### config.mk
export PLATFORM = sky130hd
export DESIGN_NAME = dpc_timer
export DESIGN_NICKNAME = d
export VERILOG_FILES = /design/src/verilog/dpc_pkg.sv /design/src/verilog/dpc_timer.sv /design/src/verilog/dpc_channel.sv
export SDC_FILE = /design/constraint.sdc
export NUM_CORES = 1
export LEC_CHECK = 0
export BUFFER_PORTS_ARGS = -buffer_cell sky130_fd_sc_hd__buf_2
export CORE_ASPECT_RATIO = 2
export CORE_MARGIN = 3
export CORE_UTILIZATION = 41
export DETAILED_ROUTE_END_ITERATION = 12
export PLACE_DENSITY = 0.67
export SKIP_LAST_GASP = 1
export SLEW_MARGIN = 20
export SYNTH_ARGS = -nofsm -noshare
export SYNTH_HDL_FRONTEND = slang
export SYNTH_SLANG_ARGS = --single-unit
### constraint.sdc
create_clock -name clk_sys -period 8.3 [get_ports clk_sys]
set_input_delay 0.415 -clock clk_sys [delete_from_list [all_inputs] [get_ports clk_sys]]
set_output_delay 0.415 -clock clk_sys [all_outputs]
set_load 0.05 [all_outputs]
### src/verilog/dpc_pkg.sv
// package for the dual pulse capture timer: register map, fields, types
package dpc_pkg;

	// ------------------------------------------------------------
	// register offsets (byte addresses)
	// ------------------------------------------------------------
	localparam logic [7:0] OFS_CH0_CTRL = 8'h00;
	localparam logic [7:0] OFS_CH0_STAT = 8'h04;
	localparam logic [7:0] OFS_CH0_RES = 8'h08;
	localparam logic [7:0] OFS_CH1_CTRL = 8'h10;
	localparam logic [7:0] OFS_CH1_STAT = 8'h14;
	localparam logic [7:0] OFS_CH1_RES = 8'h18;
	localparam logic [7:0] OFS_IRQ_STAT = 8'h20;
	localparam logic [7:0] OFS_IRQ_MASK = 8'h24;
	localparam logic [7:0] OFS_CH_STRIDE = 8'h10;

	// ------------------------------------------------------------
	// control register fields
	// ------------------------------------------------------------
	localparam int CTL_EN = 0;
	localparam int CTL_POL = 1;
	localparam int CTL_FIL = 2;
	localparam int CTL_TYP_LO = 3;
	localparam int CTL_SRC_LO = 5;
	localparam int CTL_DIV_LO = 7;
	localparam int CTL_OVF_IE = 9;
	localparam int CTL_W = 10;
	localparam logic [CTL_W-1:0] CTL_RESET = 10'h000;

	// status register fields
	localparam int STS_RUN = 0;
	localparam int STS_LEVEL = 1;
	localparam int STS_OVF = 2;
	localparam int STS_PM_LO = 8;
	localparam int STS_PM_W = 8;
	// pattern-match flags are unused here: they read as this arbitrary filler
	localparam logic [STS_PM_W-1:0] PM_FILLER = 8'h00;

	// irq status/mask layout: per channel two bits (measure, overflow)
	localparam int IRQ_W = 4;

	// measuring object encodings
	localparam logic [1:0] TYP_RISE = 2'h0;
	localparam logic [1:0] TYP_FALL = 2'h1;
	localparam logic [1:0] TYP_WIDTH = 2'h2;

	// divisor encodings and ratios
	localparam logic [1:0] DIV_1 = 2'h0;
	localparam logic [1:0] DIV_8 = 2'h1;
	localparam logic [1:0] DIV_32 = 2'h2;
	localparam logic [1:0] DIV_64 = 2'h3;
	localparam logic [5:0] DIV_8_TC = 6'h07;
	localparam logic [5:0] DIV_32_TC = 6'h1f;
	localparam logic [5:0] DIV_64_TC = 6'h3f;

	// digital filter: samples of equal level before the output follows
	localparam int FILT_LEN = 3;

	// counter
	localparam int CNT_W = 16;
	localparam logic [CNT_W-1:0] CNT_MAX = 16'hffff;
	localparam logic [CNT_W-1:0] CNT_ZERO = 16'h0000;

	typedef struct packed {
		logic ovf_ie;
		logic [1:0] div;
		logic [1:0] src;
		logic [1:0] typ;
		logic filter_enable_bit;
		logic pol;
		logic en;
	} dpc_ctrl_t;

	typedef struct packed {
		logic meas;
		logic ovf;
		logic run;
		logic level;
		logic [CNT_W-1:0] result;
	} dpc_chan_st_t;

endpackage

### src/verilog/dpc_timer.sv
// top of the dual pulse capture timer: apb slave, clock selection, irq
`timescale 1ns/10ps
// ------------------------------------------------------------
// How it works
// (RQ1) each channel times the input pulse and reports period or width as a count
// (RQ2) two channels run independently with own config, counter, flags, irq controls
// (RQ3) channel zero picks sub, main, timer two or channel one's source; one picks others; code gives channel zero channel one's divided tick
// (RQ4) selected clock divided by 1, 8, 32 or 64 via two-bit divisor field
// (RQ5) period measured between successive rising or successive falling edges
// (RQ6) width mode measures each high level and each low level
// (RQ7) polarity select optionally inverts the input before edge detection
// (RQ8) per-channel digital noise filter, enabled by its filter bit
// (RQ9) overflow irq only when its enable bit is set; measurement always raises irq; code sets the status bit always, irq only if its mask bit is set
// (RQ10) pattern-match status flags unused and read as undefined filler
// (RQ11) counter counts up from zero to all ones, wraps and continues
// (RQ12) overflow flag set on wrap, held until next measurement edge; code also clears it when the channel is disabled
// (RQ13) measured value readable as 16 bits in the result register
// (RQ14) measurement edge latches count, restarts from zero, flags the event
// (RQ15) counter advances once per divided source tick while enabled
// ------------------------------------------------------------
module dpc_timer
	import dpc_pkg::*;
#(
	parameter int NCH = 2
) (
	// clock and reset
	input wire logic clk_sys,
	input wire logic rst,
	// apb slave
	input wire logic psel,
	input wire logic penable,
	input wire logic pwrite,
	input wire logic [7:0] paddr,
	input wire logic [31:0] pwdata,
	output logic [31:0] prdata,
	output logic pready,
	output logic pslverr,
	// count sources (asynchronous levels)
	input wire logic sub_clock,
	input wire logic main_peripheral_clock,
	input wire logic timer_one_underflow,
	input wire logic timer_two_underflow,
	// pulse inputs
	input wire logic [NCH-1:0] pulse_in,
	// status and interrupt
	output logic [NCH-1:0] running_flag,
	output logic [NCH-1:0] input_level_flag,
	output logic [NCH-1:0] overflow_flag,
	output logic irq
);

	initial begin
		if (NCH != 2) $error("dpc_timer: exactly two channels are supported");
	end

	// ------------------------------------------------------------
	// input synchronisers
	// ------------------------------------------------------------
	localparam int NS = 4 + NCH;
	logic [NS-1:0] sy1_q;
	logic [NS-1:0] sy2_q;
	logic [NS-1:0] sy3_q;
	logic [3:0] src_tick;

	always_ff @(posedge clk_sys or posedge rst) begin
		if (rst) begin
			sy1_q <= '0;
			sy2_q <= '0;
			sy3_q <= '0;
		end else begin
			sy1_q <= {pulse_in, timer_two_underflow, timer_one_underflow,
				main_peripheral_clock, sub_clock};
			sy2_q <= sy1_q;
			sy3_q <= sy2_q;
		end
	end

	// source ticks on rising edges of synchronised sources
	assign src_tick = sy2_q[3:0] & ~sy3_q[3:0];

	// ------------------------------------------------------------
	// registers
	// ------------------------------------------------------------
	dpc_ctrl_t ctrl_q [NCH];
	dpc_chan_st_t st [NCH];
	logic [NCH-1:0] dtick;
	logic [NCH-1:0] sel_tick;
	logic [IRQ_W-1:0] irq_stat_q;
	logic [IRQ_W-1:0] irq_mask_q;
	logic [IRQ_W-1:0] irq_set;
	logic wr_acc;
	logic rd_acc;

	assign wr_acc = psel && penable && pwrite;
	// read-clear at the setup edge, where prdata takes the old status
	assign rd_acc = psel && !penable && !pwrite;

	// channel zero sources: sub, main, timer two, channel one's divided tick
	always_comb begin
		case (ctrl_q[0].src)
			2'h0: sel_tick[0] = src_tick[0];
			2'h1: sel_tick[0] = src_tick[1];
			2'h2: sel_tick[0] = src_tick[3];
			default: sel_tick[0] = dtick[1];
		endcase // [RQ3]
	end

	// channel one sources: sub, main, timer one, timer two
	always_comb begin
		case (ctrl_q[1].src)
			2'h0: sel_tick[1] = src_tick[0];
			2'h1: sel_tick[1] = src_tick[1];
			2'h2: sel_tick[1] = src_tick[2];
			default: sel_tick[1] = src_tick[3];
		endcase // [RQ3]
	end

	// ------------------------------------------------------------
	// channels
	// ------------------------------------------------------------
	genvar g;
	generate
		for (g = 0; g < NCH; g++) begin : g_ch
			localparam logic [7:0] CTRL_ADR = OFS_CH0_CTRL + 8'(g) * OFS_CH_STRIDE;

			always_ff @(posedge clk_sys or posedge rst) begin
				if (rst) begin
					ctrl_q[g] <= CTL_RESET;
				end else if (wr_acc && paddr == CTRL_ADR) begin
					ctrl_q[g] <= pwdata[CTL_W-1:0]; // [RQ2]
				end
			end

			dpc_channel #(
				.CW(CNT_W)
			) u_ch (
				.clk_sys(clk_sys),
				.rst(rst),
				.ctrl(ctrl_q[g]),
				.src_tick(sel_tick[g]),
				.pulse_in(sy2_q[4+g]),
				.st(st[g]),
				.div_tick(dtick[g])
			); // [RQ2]

			assign irq_set[2*g] = st[g].meas; // [RQ9]
			assign irq_set[2*g+1] = st[g].ovf && ctrl_q[g].ovf_ie; // [RQ9]

			always_ff @(posedge clk_sys or posedge rst) begin
				if (rst) begin
					running_flag[g] <= 1'b0;
					input_level_flag[g] <= 1'b0;
					overflow_flag[g] <= 1'b0;
				end else begin
					running_flag[g] <= st[g].run;
					input_level_flag[g] <= st[g].level;
					if (st[g].meas || !ctrl_q[g].en) begin
						overflow_flag[g] <= 1'b0; // [RQ12]
					end else if (st[g].ovf) begin
						overflow_flag[g] <= 1'b1; // [RQ12]
					end
				end
			end
		end
	endgenerate

	// ------------------------------------------------------------
	// interrupt status and mask
	// ------------------------------------------------------------
	always_ff @(posedge clk_sys or posedge rst) begin
		if (rst) begin
			irq_mask_q <= '0;
		end else if (wr_acc && paddr == OFS_IRQ_MASK) begin
			irq_mask_q <= pwdata[IRQ_W-1:0];
		end
	end

	// set wins over the read-clear
	always_ff @(posedge clk_sys or posedge rst) begin
		if (rst) begin
			irq_stat_q <= '0;
		end else if (rd_acc && paddr == OFS_IRQ_STAT) begin
			irq_stat_q <= irq_set; // [RQ9]
		end else begin
			irq_stat_q <= irq_stat_q | irq_set; // [RQ9]
		end
	end

	always_ff @(posedge clk_sys or posedge rst) begin
		if (rst) begin
			irq <= 1'b0;
		end else begin
			irq <= |(irq_stat_q & irq_mask_q);
		end
	end

	// ------------------------------------------------------------
	// apb read path
	// ------------------------------------------------------------
	function automatic logic [31:0] stat_word(input dpc_chan_st_t s, input logic ovf);
		logic [31:0] w;
		w = '0;
		w[STS_RUN] = s.run;
		w[STS_LEVEL] = s.level;
		w[STS_OVF] = ovf;
		w[STS_PM_LO +: STS_PM_W] = PM_FILLER; // [RQ10]
		return w;
	endfunction

	always_ff @(posedge clk_sys or posedge rst) begin
		if (rst) begin
			prdata <= '0;
			pready <= 1'b0;
			pslverr <= 1'b0;
		end else begin
			pready <= psel && !penable;
			pslverr <= 1'b0;
			prdata <= '0;
			if (psel && !penable) begin
				case (paddr)
					OFS_CH0_CTRL: prdata <= {22'h000000, ctrl_q[0]};
					OFS_CH1_CTRL: prdata <= {22'h000000, ctrl_q[1]};
					OFS_CH0_STAT: prdata <= stat_word(st[0], overflow_flag[0]);
					OFS_CH1_STAT: prdata <= stat_word(st[1], overflow_flag[1]);
					OFS_CH0_RES: prdata <= {16'h0000, st[0].result}; // [RQ13]
					OFS_CH1_RES: prdata <= {16'h0000, st[1].result}; // [RQ13]
					OFS_IRQ_STAT: prdata <= {28'h0000000, irq_stat_q};
					OFS_IRQ_MASK: prdata <= {28'h0000000, irq_mask_q};
					default: pslverr <= 1'b1;
				endcase
			end
		end
	end

endmodule

### src/verilog/dpc_channel.sv
// one pulse capture channel: conditioning, divider, counter, capture
`timescale 1ns/10ps
module dpc_channel
	import dpc_pkg::*;
#(
	parameter int CW = CNT_W
) (
	// clock and reset
	input wire logic clk_sys,
	input wire logic rst,
	// configuration and count source tick (selected source, undivided)
	input wire dpc_ctrl_t ctrl,
	input wire logic src_tick,
	// synchronised pulse input
	input wire logic pulse_in,
	// state out
	output dpc_chan_st_t st,
	output logic div_tick
);

	initial begin
		if (CW != CNT_W) $error("dpc_channel: counter width must be %0d", CNT_W);
	end

	logic [5:0] div_q;
	logic [CW-1:0] cnt_q;
	logic [FILT_LEN-1:0] fsh_q;
	logic filt_q;
	logic lvl_q;
	logic prev_q;
	logic run_q;
	logic [CW-1:0] res_q;
	logic cond;
	logic edge_ev;
	logic [5:0] tc;

	// ------------------------------------------------------------
	// divider
	// ------------------------------------------------------------
	always_comb begin
		case (ctrl.div)
			DIV_8: tc = DIV_8_TC;
			DIV_32: tc = DIV_32_TC;
			DIV_64: tc = DIV_64_TC;
			default: tc = 6'h00;
		endcase
	end

	assign div_tick = src_tick && (div_q >= tc); // [RQ4]

	always_ff @(posedge clk_sys or posedge rst) begin
		if (rst) begin
			div_q <= 6'h00;
		end else if (!ctrl.en) begin
			div_q <= 6'h00;
		end else if (src_tick) begin
			div_q <= (div_q >= tc) ? 6'h00 : div_q + 6'h01; // [RQ4]
		end
	end

	// ------------------------------------------------------------
	// input conditioning
	// ------------------------------------------------------------
	assign cond = ctrl.filter_enable_bit ? filt_q : (pulse_in ^ ctrl.pol); // [RQ7] [RQ8]

	always_ff @(posedge clk_sys or posedge rst) begin
		if (rst) begin
			fsh_q <= '0;
			filt_q <= 1'b0;
		end else if (div_tick) begin
			fsh_q <= {fsh_q[FILT_LEN-2:0], pulse_in ^ ctrl.pol}; // [RQ7]
			if (&fsh_q) begin
				filt_q <= 1'b1; // [RQ8]
			end else if (~|fsh_q) begin
				filt_q <= 1'b0; // [RQ8]
			end
		end
	end

	always_ff @(posedge clk_sys or posedge rst) begin
		if (rst) begin
			lvl_q <= 1'b0;
			prev_q <= 1'b0;
		end else begin
			lvl_q <= cond;
			prev_q <= lvl_q;
		end
	end

	// ------------------------------------------------------------
	// edge selection
	// ------------------------------------------------------------
	always_comb begin
		case (ctrl.typ)
			TYP_RISE: edge_ev = lvl_q && !prev_q; // [RQ5]
			TYP_FALL: edge_ev = !lvl_q && prev_q; // [RQ5]
			TYP_WIDTH: edge_ev = lvl_q ^ prev_q; // [RQ6]
			default: edge_ev = 1'b0;
		endcase
	end

	// ------------------------------------------------------------
	// counter, capture and overflow
	// ------------------------------------------------------------
	always_ff @(posedge clk_sys or posedge rst) begin
		if (rst) begin
			cnt_q <= CNT_ZERO;
			res_q <= CNT_ZERO;
			run_q <= 1'b0;
		end else begin
			run_q <= ctrl.en;
			if (!ctrl.en) begin
				cnt_q <= CNT_ZERO;
			end else if (edge_ev && run_q) begin
				res_q <= cnt_q; // [RQ1] [RQ13] [RQ14]
				cnt_q <= CNT_ZERO; // [RQ14]
			end else if (div_tick) begin
				cnt_q <= cnt_q + 16'h0001; // [RQ11] [RQ15]
			end
		end
	end

	assign st.meas = ctrl.en && run_q && edge_ev; // [RQ14]
	assign st.ovf = ctrl.en && !edge_ev && div_tick && cnt_q == CNT_MAX; // [RQ12]
	assign st.run = run_q;
	assign st.level = lvl_q;
	assign st.result = res_q;

endmodule

# After elaboration in Yosys (flattened, before gate mapping)
# Cells that the tools add are included.
[totals]
elab_cells = 176
out_inout_bits = 41
input_bits = 51
register_bits = 173
[classes]
n_mux = 33
bitwise_logic = 8
n_lt_le_gt_ge = 2
addsub = 4
n_reduce_logical = 57
n_eq_ne = 29
[op_table]
columns = ["op", "n"]
rows = [
  ["case mux 16 bit (8 select lines)", 1],
  ["2-to-1 mux 16 bit", 7],
  ["2-to-1 mux 6 bit", 6],
  ["case mux 6 bit (3 select lines)", 2],
  ["adder 16 x 1 -> 16 bit (second input constant)", 2],
  ["equality test 16 bit (second input constant)", 2],
  ["logical AND 1 bit", 28],
  ["equality test 8 x 5 -> 1 bit (second input constant)", 3],
  ["equality test 2 bit (second input constant)", 8],
  ["equality test 8 x 6 -> 1 bit (second input constant)", 2],
  ["adder 6 x 1 -> 6 bit (second input constant)", 2],
  ["equality test 2 x 1 -> 1 bit (second input constant)", 6],
  ["greater-or-equal comparator 6 bit", 2],
  ["2-to-1 mux 1 bit", 12],
  ["case mux 1 bit (3 select lines)", 4],
  ["zero test 1 bit", 10],
  ["AND 4 bit", 2],
  ["equality test 8 x 3 -> 1 bit (second input constant)", 1],
  ["equality test 8 x 4 -> 1 bit (second input constant)", 1],
  ["zero test 2 bit", 4],
  ["zero test 8 bit", 1],
  ["inequality test 2 x 1 -> 1 bit (second input constant)", 4],
  ["AND reduction 2 bit", 4],
  ["OR reduction 8 bit", 1],
  ["other kinds (10)", 18],
]

# Depth between registers and ports, before layout
# Gate-level depths: netlist (run 1).
[depth]
word_depth = 11
mapped_depth = 10
depth_no_buf = 9

# Hierarchy
# From an unflattened synthesis (run 1), not the netlist that was laid out.
[unflattened]
cells_unflattened = 673
hier_area_um2 = 7726.2
[modules_own_cells]
columns = ["mod", "cells_each", "seq_area_each_um2", "area_each_um2", "instances"]
rows = [
  ["dpc_timer", 235, 1726.7, 3133.0, 1],
  ["dpc_channel (g_ch[0].u_ch)", 222, 1126.1, 2304.7, 1],
  ["dpc_channel (g_ch[1].u_ch)", 216, 1126.1, 2288.4, 1],
]

# Least setup slack after synthesis (run 1)
# OpenSTA, ideal clock, no wires.
[synth_path]
kind = "register to register"
startpoint = "register ctrl_q[17] (netlist name)"
endpoint = "register g_ch[0].u_ch.div_q[2]"
setup_slack_ns = 5.766
path_buffers = 2
stages_incl_launch_ff = 11
synth_period_minus_slack_ns = 2.534
required_ns = 8.218
setup_time_ns = 0.082
arrival_ns = 2.452
path_cell_list = "dfrtp_1 -> or2_2 -> inv_1 -> ha_1 -> a21oi_1 -> o21ai_0 -> a221oi_1 -> clkbuf_1 -> buf_2 -> nand4b_1 -> a31oi_1"
[synth_between]
elab_chain_cells = 6
word_cells_on_any_way = 8
classes_between = "order compare (1); eq/ne (3); mux (4)"
[synth_lines]
columns = ["item", "line_no", "text"]
rows = [
  ["start, declared", "dpc_timer.sv:84", "dpc_ctrl_t ctrl_q [NCH];"],
  ["start signal, assigned by index", "dpc_timer.sv:130", "ctrl_q[g] <= pwdata[CTL_W-1:0];"],
  ["equality test 2 bit / equality test 2 x 1 -> 1 bit (equally long branches)", "dpc_channel.sv:41", "case (ctrl.div)"],
  ["case mux 6 bit (3 select lines) (*)", "dpc_channel.sv:41", ""],
  ["greater-or-equal comparator 6 bit (*)", "dpc_channel.sv:57", "div_q <= (div_q >= tc) ? 6'h00 : div_q + 6'h01;"],
  ["2-to-1 mux 6 bit (*)", "dpc_channel.sv:57", ""],
  ["2-to-1 mux 6 bit (*)", "dpc_channel.sv:56", "end else if (src_tick) begin"],
  ["2-to-1 mux 6 bit (*)", "dpc_channel.sv:54", "end else if (!ctrl.en) begin"],
  ["end signal, assigned", "dpc_channel.sv:57", ""],
  ["end, declared", "dpc_channel.sv:25", "logic [5:0] div_q;"],
]
# Every way passes the cells marked *; elsewhere a longest branch is shown, timed or not. The select of a mux whose other input is x is not followed.
# A chain may end at the register's enable or synchronous reset.

# Final worst setup path (run 1)
[layout_path]
startpoint = "register ctrl_q[8] (netlist name)"
endpoint = "register g_ch[0].u_ch.cnt_q[12]"
[layout_between]
elab_chain_cells = 7
word_cells_on_any_way = 9
classes_between = "order compare (1); eq/ne (4); mux (2); reduce/logical (2)"
[layout_lines]
columns = ["item", "line_no", "text"]
rows = [
  ["equality test 2 bit / equality test 2 x 1 -> 1 bit (equally long branches)", "dpc_channel.sv:41", ""],
  ["case mux 6 bit (3 select lines) (*)", "dpc_channel.sv:41", ""],
  ["greater-or-equal comparator 6 bit (*)", "dpc_channel.sv:49", "assign div_tick = src_tick && (div_q >= tc);"],
  ["logical AND 1 bit (*)", "dpc_channel.sv:49", ""],
  ["case mux 1 bit (3 select lines) (*)", "dpc_timer.sv:100", "case (ctrl_q[0].src)"],
  ["logical AND 1 bit (*)", "dpc_channel.sv:49", ""],
  ["inequality test 3 x 1 -> 1 bit (no line) (*)", "n/a", ""],
  ["end signal, assigned", "dpc_channel.sv:118", "cnt_q <= cnt_q + 16'h0001;"],
  ["end, declared", "dpc_channel.sv:26", "logic [CW-1:0] cnt_q;"],
]
# Every way passes the cells marked *; elsewhere a longest branch is shown, timed or not.

==> results of run 1 <==
per-stage QoR:
step / power, W / hold WS (ns) / setup WS, ns / util [%]
6_report: 0.00174 / 0.0956 / 5.37 / 47.9
5_1_grt: 0.00179 / 0.0814 / 5.18 / 47.9
4_1_cts: 0.00175 / 0.0810 / 5.39 / 47.8
3_5_place_dp: 0.000909 / 0.335 / 5.41 / 44.2
3_3_place_gp: 0.000903 / 0.331 / 5.51 / 44.2
2_1_floorplan: 0.000885 / 0.331 / 3.65 / -
final cells by class:
class / instances / area share (%)
inverter: 17 / 0.828
tap: 210 / 3.16
clock buffer: 20 / 5.50
timing repair buffer: 55 / 3.37
sequential: 157 / 47.3
multi-input combinational: 445 / 37.6
clock inverter: 12 / 2.21
placed cells by master (no fill, tap or decap), types with 11 or more instances in the layout:
master     instances
dfrtp_1          157
mux2_2            62
buf_2             53
nand2_1           48
a21oi_1           38
nor2_1            30
nand3_1           29
a22oi_1           24
ha_1              18
clkbuf_16         17
o21ai_0           16
inv_1             16
conb_1            16
nor3_1            15
o31ai_1           14
or4_1             12
and3_1            11
xnor2_1           11
final timing paths:
check,start,endpoint,slack [ns],cells after the start
max in group asynchronous,rst,sy2_q[0],6.77,3
max,ctrl_q[8],g_ch[0].u_ch.cnt_q[12],5.37,7
min,pulse_in[1],sy1_q[5],0.1,1
min in group asynchronous,rst,prdata[2],0.12,2
min reg2reg,sy1_q[0],sy2_q[0],0.35,0
max reg2reg,ctrl_q[8],g_ch[0].u_ch.cnt_q[12],5.37,7
routing by layer:
layer | vias up | wire length [µm] | track usage, %
li1 | 2416 | - | -
met1 | 2695 | 6140 | 19.7
met2 | 171 | 10200 | 36.0
met3 | 38 | 735 | 3.38
met4 | 0 | 580 | 8.60
met5 | - | 0 | 0
where the power goes:
part,switching [W],internal (W),leakage [nW]
sequential,0.0000126,0.000782,2.12
clock,0.000321,0.000522,0.296
combinational,0.0000732,0.0000263,1.28
state kept, by name, indices dropped and copies added (netlist names), 4 cells and up:
| signal | cells |
|---|---|
| sy2_q | 6 |
| prdata | 16 |
| irq_mask_q | 4 |
| g_ch.u_ch.cnt_q | 32 |
| ctrl_q | 20 |
| g_ch.u_ch.res_q | 32 |
| irq_stat_q | 4 |
| sy3_q | 4 |
| g_ch.u_ch.div_q | 12 |
| g_ch.u_ch.fsh_q | 6 |
| sy1_q | 6 |
logic make-up (layout without fill, tap and decap cells):
group,Yosys count,in the layout,synth area share (%)
AND/OR/NAND/NOR,196,196,13.9
flip-flops,157,157,53.9
AO/OA/AOI/OAI,130,130,12.3
multiplexers,68,68,10.6
buffers and inverters,58,104,4.14
adder cells (fa/ha/maj),18,18,3.09
XOR/XNOR,17,17,2.04
other,1,16,0.0514
==> run summary, run 1 <==
Min-Delay Path Class: in2reg
Critical Path RT: 8.64 ns
critical path's largest stage delay: 0.63 ns
crit path kind: reg2reg
CP max-delay cell: or4_1
count leader, synth: dfrtp_1
Worst setup EP type: flop
Static Leak: 3.69 nW
worst-margin pin slew: 0.983 ns
critical path buffer and inverter count: 0
clock latency at the later pin of the worst-skew pair: 0.42 ns
GRT Overall Usage: 19.0%
top cells by instance count after synthesis: dfrtp_1, mux2_2, nand2_1
drt first-iter violations: 284
Longest Clk Path Bufs: 2
register area share after synthesis: 53.9%
fill count: 1629
Synth Warn #: 0
Root Buffer: clkbuf_16
fin. max-slew vios: 0
placed cell areas: 7660 µm²
ys async rst share: 100%
Layout Cells excl Fill: 916
Gate Count Post-Synth: 645
first-pass GRT wire length: 29.2 mm
Std-Cell Rows: 68
CTS sink cnt: 157
Netlist cell types: 58
ranking of synthesized cells by area: dfrtp_1, mux2_2, ha_1, a21oi_1, a22oi_1
period utilization: 35.3%
fin crit period: 2.93 ns
drt via density: 5.81
Max-cap violations: 0
CTS tree: yes
Final Cell Area: 8310 µm²
area of the mapped netlist: 7290 µm²
Ant. Diodes: 0
CTS Buf Count: 17
Initial Util: 42.0%
die height: 195 µm
Reg area: 3930 µm²
Core Footprint: 17400 µm²
ANT nets after route: 0
RSZ-0062 raised after global routing: no
largest net degree at the start of global routing: 85
setup tns final: 0 ns
Resize count post-CTS: 0
mean post-synth cell area: 11.3 µm²
endpoints failing setup: 0
Detailed Route WL: 17.7 mm
share of post-route cells with drive strength above 1: 22.4%
Startpoint Class: flop
placed insts: 884
detailed placement HPWL: 12.9 mm
# DRC: 0
main flop type after synthesis: dfrtp_1
gpl congestion: 0.919
Vias: 5320
outcome: finished clean
CP Cell Sequence: nand2_1 > ha_1 > nand3_1 > o31ai_4 > a41oi_4 > or4_1 > a21oi_1
cell taking the most area after synthesis: dfrtp_1
global route overflow: 0
drt wl/cell: 19.3 µm
Boundary Pins: 92
antenna violations before repair: 0
worst path arrival time: 3.27 ns
Syn-to-layout area delta: 14.0%
VDD IR max: 0.000125 V
vias in the first global route: 5739
Hold-fix buffers, CTS: 0
Post-synth EDFFs: 0
Critical Path Fanout Max: 35
Die W: 100 µm
Setup Skew: 0.00976 ns
CTS H-tree depth: 4
Clk pin slew, worst setup/hold paths: 0.06 ns
Seq cells post-synth: 157
Fin. Hold Viols: 0
Rel. slew slack: 33.8%
PwrDens: 209 nW/µm²
Initial DRT Pass Iterations: 5
IO buf count: 53
setup bufs post-CTS: 0
CP delay by family, top: compound AO/OA/AOI/OAI gates
Max Fclk: 0.341 GHz
final net count: 762
multi-input logic area: 3130 µm²
area share of the largest cell type after synthesis: 53.9%
die footprint: 19500 µm²
No activity file was read; power rests on OpenSTA's default activity.
==> inputs of run 2 (changes only) <==
- clock period: 8.3 -> 2.7 ns (I/O delays scaled with it)
==> run 2 against run 1 <==
Compared with the run above:
- fmax up 18%
- design area grew 3.9%
- sequential cell count stayed put
- largest power group unchanged
- wire length about the same
==> run summary, run 2 (synthesis gave the netlist of run 1 again) <==
CTS sink cnt: 157 (unchanged)
share of post-route cells with drive strength above 1: 23.9% (+1.5 points)
WHS Path Cells: 2 (+1)
critical path's largest stage delay: 0.42 ns (-0.21 ns)
VDD IR max: 0.000377 V (+200%)
Min-Delay Path Class: in2reg
largest net degree at the start of global routing: 70 (-18%)
met3 wire length: 574 µm (-22%)
CP delay by family, top: compound AO/OA/AOI/OAI gates
detailed placement HPWL: 13.3 mm (+3.3%)
Vias: 5476 (+2.9%)
# DRC: 0 (unchanged)
worst-margin pin slew: 0.632 ns (-0.352 ns)
Static Leak: 3.89 nW (+5.3%)
Startpoint Class: flop
worst reg-to-reg path cell count: 8 (+1)
Setup WS pre-CTS: 0.200 ns (-5.21 ns)
Max-cap violations: 0 (unchanged)
Ant. Diodes: 0 (unchanged)
total power: 0.00538 W (+210%)
biggest regs: g_ch.u_ch.cnt_q x32, g_ch.u_ch.res_q x32, ctrl_q x20
met2 WL: 10.2 mm (+0.24%)
fill count: 1547 (-5.0%)
Root Buffer: clkbuf_16
first-pass GRT wire length: 28.9 mm (-0.76%)
Clk pin slew, worst setup/hold paths: 0.06 ns (about the same)
fin. max-slew vios: 0 (unchanged)
crit path kind: reg2reg
Core Footprint: 17400 µm² (unchanged)
highest routed metal layer: met4
final net count: 799 (+4.9%)
fin crit period: 2.49 ns (-0.437 ns)
die footprint: 19500 µm² (unchanged)
CTS tree: yes
Critical Path RT: 3.01 ns (-5.63 ns)
gpl congestion: 0.929 (+1.1%)
multi-input logic area: 3120 µm² (-0.16%)
drt via density: 5.75 (-0.96%)
antenna violations before repair: 0 (unchanged)
CTS Buf Count: 17 (unchanged)
Initial Util: 42.0% (unchanged)
drt wl/cell: 18.5 µm (-3.8%)
endpoints failing setup: 0 (unchanged)
clock latency at the later pin of the worst-skew pair: 0.43 ns (about the same)
Die W: 100 µm (unchanged)
Max Fclk: 0.401 GHz (+18%)
worst setup margin: 0.207 ns (-5.16 ns)
most frequent cells in the layout: dfrtp_1, mux2_2, buf_2
CP max-delay cell: dfrtp_1
drt first-iter violations: 230 (-19%)
vias in the first global route: 5729 (-0.17%)
Longest Clk Path Bufs: 2 (unchanged)
Rel. slew slack: 57.8% (+24 points)
setup tns final: 0 ns (unchanged)
RSZ-0062 raised after global routing: no
Detailed Route WL: 17.7 mm (about the same)
Initial DRT Pass Iterations: 4 (-1)
IO buf count: 53 (unchanged)
Std-Cell Rows: 68 (unchanged)
CTS H-tree depth: 4 (unchanged)
global route overflow: 0 (unchanged)
Reg area: 3930 µm² (unchanged)
Syn-to-layout area delta: 18.4%
die height: 195 µm (unchanged)
Boundary Pins: 92 (unchanged)
DRT met1 WL: 6.01 mm (-2.1%)
period utilization: 92.3% (+57 points)
PwrDens: 623 nW/µm² (+200%)
GRT Overall Usage: 19.0% (about the same)
Critical Path Fanout Max: 7 (-80%)
outcome: finished clean
Worst setup EP type: flop
critical path buffer and inverter count: 1 (+1)
Fin. Hold Viols: 0 (unchanged)
commonest non-fill, non-tap cell in the layout: dfrtp_1
Resize count post-CTS: 0 (unchanged)
cell depth of the worst setup path: 8 (+1)
Setup Skew: 0.0121 ns (+0.00232 ns)
worst path arrival time: 2.80 ns (-0.47 ns)
CP Cell Sequence: inv_1 > ha_1 > a21o_1 > a21oi_1 > o31ai_4 > a41o_1 > nand2_1 > mux2_2
ANT nets after route: 0 (unchanged)
==> run 2: cell count changes in the layout (fill, tap and decap cells not counted), moves of 3 or more <==
cell           previous run  this run
buf_4                     2        22
clkinv_2                  0         3
clkinvlp_4                5         1
dlygate4sd3_1             0        16
inv_6                     3         0
==> run 2: power by group <==
group / internal, W / total, W / leakage (nW) / switching, W
Combinational: 0.000114 / 0.000346 / 1.45 / 0.000232
Sequential: 0.00240 / 0.00244 / 2.12 / 0.0000378
Clock: 0.00164 / 0.00259 / 0.319 / 0.000948
Total: 0.00416 / 0.00538 / 3.89 / 0.00122
==> run 2: timing repair <==
action,in CTS,in global routing
setup endpoints to repair,0,0
setup buffers,0,0
hold endpoints to repair,41,0
hold buffers,16,0
==> run 2: final cells by class <==
| type | count | share of cell area [%] |
|---|---|---|
| well taps | 210 | 3.04 |
| multi-input cells | 445 | 36.2 |
| flip-flops and latches | 157 | 45.5 |
| inverters | 17 | 0.782 |
| clock buffers | 21 | 5.56 |
| clock inverters | 10 | 1.87 |
| repair buffers | 92 | 7.07 |
==> run 2: final timing paths <==
| path | to | slack, ns | start |
|---|---|---|---|
| max | g_ch[0].u_ch.fsh_q[2] | 0.21 | ctrl_q[8] |
| min | ctrl_q[8] | 0.01 | pwdata[8] |
| max reg2reg | g_ch[0].u_ch.fsh_q[2] | 0.21 | ctrl_q[8] |
| min reg2reg | sy2_q[0] | 0.35 | sy1_q[0] |
| max in group asynchronous | g_ch[1].u_ch.lvl_q | 1.58 | rst |
| min in group asynchronous | irq | 0.30 | rst |
==> run 2: per-layer routing <==
metal  vias to the layer above  GRT usage, %
met4                         0          10.9
met1                      2778          18.9
met3                        49          3.52
met2                       149          35.6
li1                       2500             -
met5                         -             0
==> run 2: metrics by stage <==
| stage | instance area [µm²] | utilization [%] | hold slack [ns] | std cells |
|---|---|---|---|---|
| after global routing | 8630 | 49.7 | 0.0104 | 952 |
| after CTS | 8630 | 49.7 | 0.000206 | 952 |
| after floorplan | 7350 | - | 0.166 | 660 |
| final | 8630 | 49.7 | 0.0112 | 952 |
| after global placement | 7830 | 45.1 | 0.193 | 905 |
| after detailed placement | 7830 | 45.1 | 0.212 | 905 |
==> inputs of run 3 (changes only) <==
- clock period: 2.7 -> 2.3 ns (I/O delays scaled with it)
==> run 3 against run 2 <==
Compared with the run above:
- the run now ends with negative setup slack left
- sequential power up 18%
- clock power increased by 3%
- clock-buffer cell count decreased by 1
- power increased by 12%
- clock skew fell by 0.0013 ns
- combinational power grew 44%
- via count up 4.3%
- final cell count up 4.0%
- largest cell class unchanged
==> run summary, run 3 (synthesis gave the netlist of run 1 again) <==
outcome: finished, violations left
failing checks: negative setup slack
Util after Layout: 53.0% (+3.3 points)
CTS sink cnt: 157 (unchanged)
CP delay by family, top: compound AO/OA/AOI/OAI gates
multi-input logic area: 3350 µm² (+7.3%)
Longest Clk Path Bufs: 2 (unchanged)
Initial Util: 42.0% (unchanged)
CTS H-tree depth: 4 (unchanged)
CP max-delay cell: or4_4
Die W: 100 µm (unchanged)
worst path arrival time: 2.82 ns (+0.02 ns)
Root Buffer: clkbuf_16
fin. max-slew vios: 0 (unchanged)
Rel. slew slack: 57.4% (-0.37 points)
Critical Path RT: 2.65 ns (-0.36 ns)
Max-cap violations: 0 (unchanged)
critical path buffer and inverter count: 1 (unchanged)
Worst setup EP type: flop
drt via density: 5.77 (+0.31%)
drt wl/cell: 19.8 µm (+6.9%)
Static Leak: 4.11 nW (+5.5%)
antenna violations before repair: 0 (unchanged)
first-pass GRT wire length: 30.4 mm (+5.2%)
# DRC: 0 (unchanged)
PwrDens: 657 nW/µm² (+5.5%)
endpoints failing setup: 14 (+14)
Ant. Diodes: 0 (unchanged)
Startpoint Class: flop
clock latency at the later pin of the worst-skew pair: 0.42 ns (about the same)
CTS tree: yes
CTS Buf Count: 17 (unchanged)
die height: 195 µm (unchanged)
period utilization: 108% (+15 points)
share of post-route cells with drive strength above 1: 32.2% (+8.3 points)
commonest non-fill, non-tap cell in the layout: dfrtp_1
VDD IR max: 0.000350 V (-7.2%)
Reg area: 3930 µm² (about the same)
Core Footprint: 17400 µm² (unchanged)
largest net degree at the start of global routing: 61 (-13%)
global route overflow: 0 (unchanged)
total power: 0.00604 W (+12%)
RSZ-0062 raised after global routing: yes
gpl congestion: 0.927 (-0.24%)
drt first-iter violations: 237 (+3.0%)
Setup WS pre-CTS: -0.109 ns (-0.309 ns)
Initial DRT Pass Iterations: 5 (+1)
GRT Overall Usage: 19.8% (+0.81 points)
detailed placement HPWL: 13.8 mm (+3.5%)
worst setup margin: -0.176 ns (-0.382 ns)
Boundary Pins: 92 (unchanged)
fill count: 1499 (-3.1%)
crit path kind: reg2reg
Std-Cell Rows: 68 (unchanged)
die footprint: 19500 µm² (unchanged)
fin crit period: 2.48 ns (-0.0175 ns)
Min-Delay Path Class: in2reg
CP Cell Sequence: nor2_4 > ha_4 > a21o_1 > a21oi_4 > o31ai_4 > a41oi_4 > buf_12 > or4_4 > a21oi_2
Max Fclk: 0.404 GHz (+0.71%)
Critical Path Fanout Max: 7 (unchanged)
vias in the first global route: 5976 (+4.3%)
worst-margin pin slew: 0.637 ns (+0.00552 ns)
Clk pin slew, worst setup/hold paths: 0.07 ns (about the same)
Vias: 5712 (+4.3%)
critical path's largest stage delay: 0.49 ns (+0.07 ns)
Fin. Hold Viols: 0 (unchanged)
Setup Skew: 0.0108 ns (-0.00130 ns)
final net count: 836 (+4.6%)
most frequent cells in the layout: dfrtp_1, mux2_2, buf_2
IO buf count: 53 (unchanged)
biggest regs: g_ch.u_ch.cnt_q x32, g_ch.u_ch.res_q x32, ctrl_q x20
Detailed Route WL: 19.6 mm (+11%)
ANT nets after route: 0 (unchanged)
Syn-to-layout area delta: 26.2%
==> run 3: cell types whose count changed in the layout (fill, tap and decap cells not counted), sizes merged <==
cell and change:
clkinv -3, dlygate4sd3 +3, clkbuf +2, clkinvlp +6, buf +31, bufinv -3
inv +2
==> run 3: worst min-delay path, cell delays in order <==
cell and delay [ns]:
buf_2 0.08, nand2b_1 0.14, nor2_1 0.06
==> run 3: repair_timing <==
| item | 4_1_cts | 5_1_grt |
|---|---|---|
| endpoints found under the setup margin | 25 | 36 |
| resized for setup | 6 | 45 |
| buffers inserted | 1 | 9 |
| gates cloned | 1 | 3 |
| hold buffers | 19 | 0 |
| endpoints found under the hold margin | 48 | 0 |
| pin swaps | 2 | 26 |
==> run 3: routing by layer <==
metal / track usage [%] / wire length [µm] / vias to the layer above
met5: 0 / 0 / -
met4: 10.6 / 927 / 0
met3: 2.23 / 608 / 62
met2: 38.0 / 11400 / 189
met1: 20.1 / 6680 / 2888
li1: - / - / 2573
==> run 3: cell type report <==
| class | instances | area share (%) |
|---|---|---|
| Clock buffer | 20 | 4.85 |
| Inverter | 17 | 0.789 |
| Timing Repair Buffer | 129 | 11.1 |
| Clock inverter | 12 | 1.25 |
| Multi-Input combinational cell | 445 | 36.4 |
| Tap cell | 210 | 2.86 |
| Sequential cell | 157 | 42.7 |
==> run 3: report_power, final <==
part | internal, W | switching, W | leakage, nW
Clock | 0.00152 | 0.00115 | 0.255
Sequential | 0.00282 | 0.0000453 | 2.11
Combinational | 0.000191 | 0.000306 | 1.74
==> run 3: through the flow <==
step                      cells  hold WS, ns  TNS [ns]  instance area [µm²]
after global routing        990       0.0339     -2.85                 9200
after CTS                   978      0.00743    -0.803                 8870
after floorplan             660        0.146         0                 7370
after global placement      925        0.189   -0.0643                 8050
final                       990       0.0186     -1.19                 9200
after detailed placement    925        0.194    -0.954                 8050
==> run 3: worst paths after layout <==
| kind | startpoint | to | slack, ns | depth (start not counted) |
|---|---|---|---|---|
| worst max register to register | ctrl_q[7] | g_ch[0].u_ch.cnt_q[8] | -0.18 | 9 |
| worst min register to register | sy1_q[4] | sy2_q[4] | 0.35 | 0 |
| min in group asynchronous | rst | g_ch[1].u_ch.res_q[4] | 0.30 | 3 |
| max in group asynchronous | rst | g_ch[1].u_ch.lvl_q | 1.18 | 4 |
| worst min-delay path | penable | pslverr | 0.02 | 3 |
| worst max-delay path | ctrl_q[7] | g_ch[0].u_ch.cnt_q[8] | -0.18 | 9 |
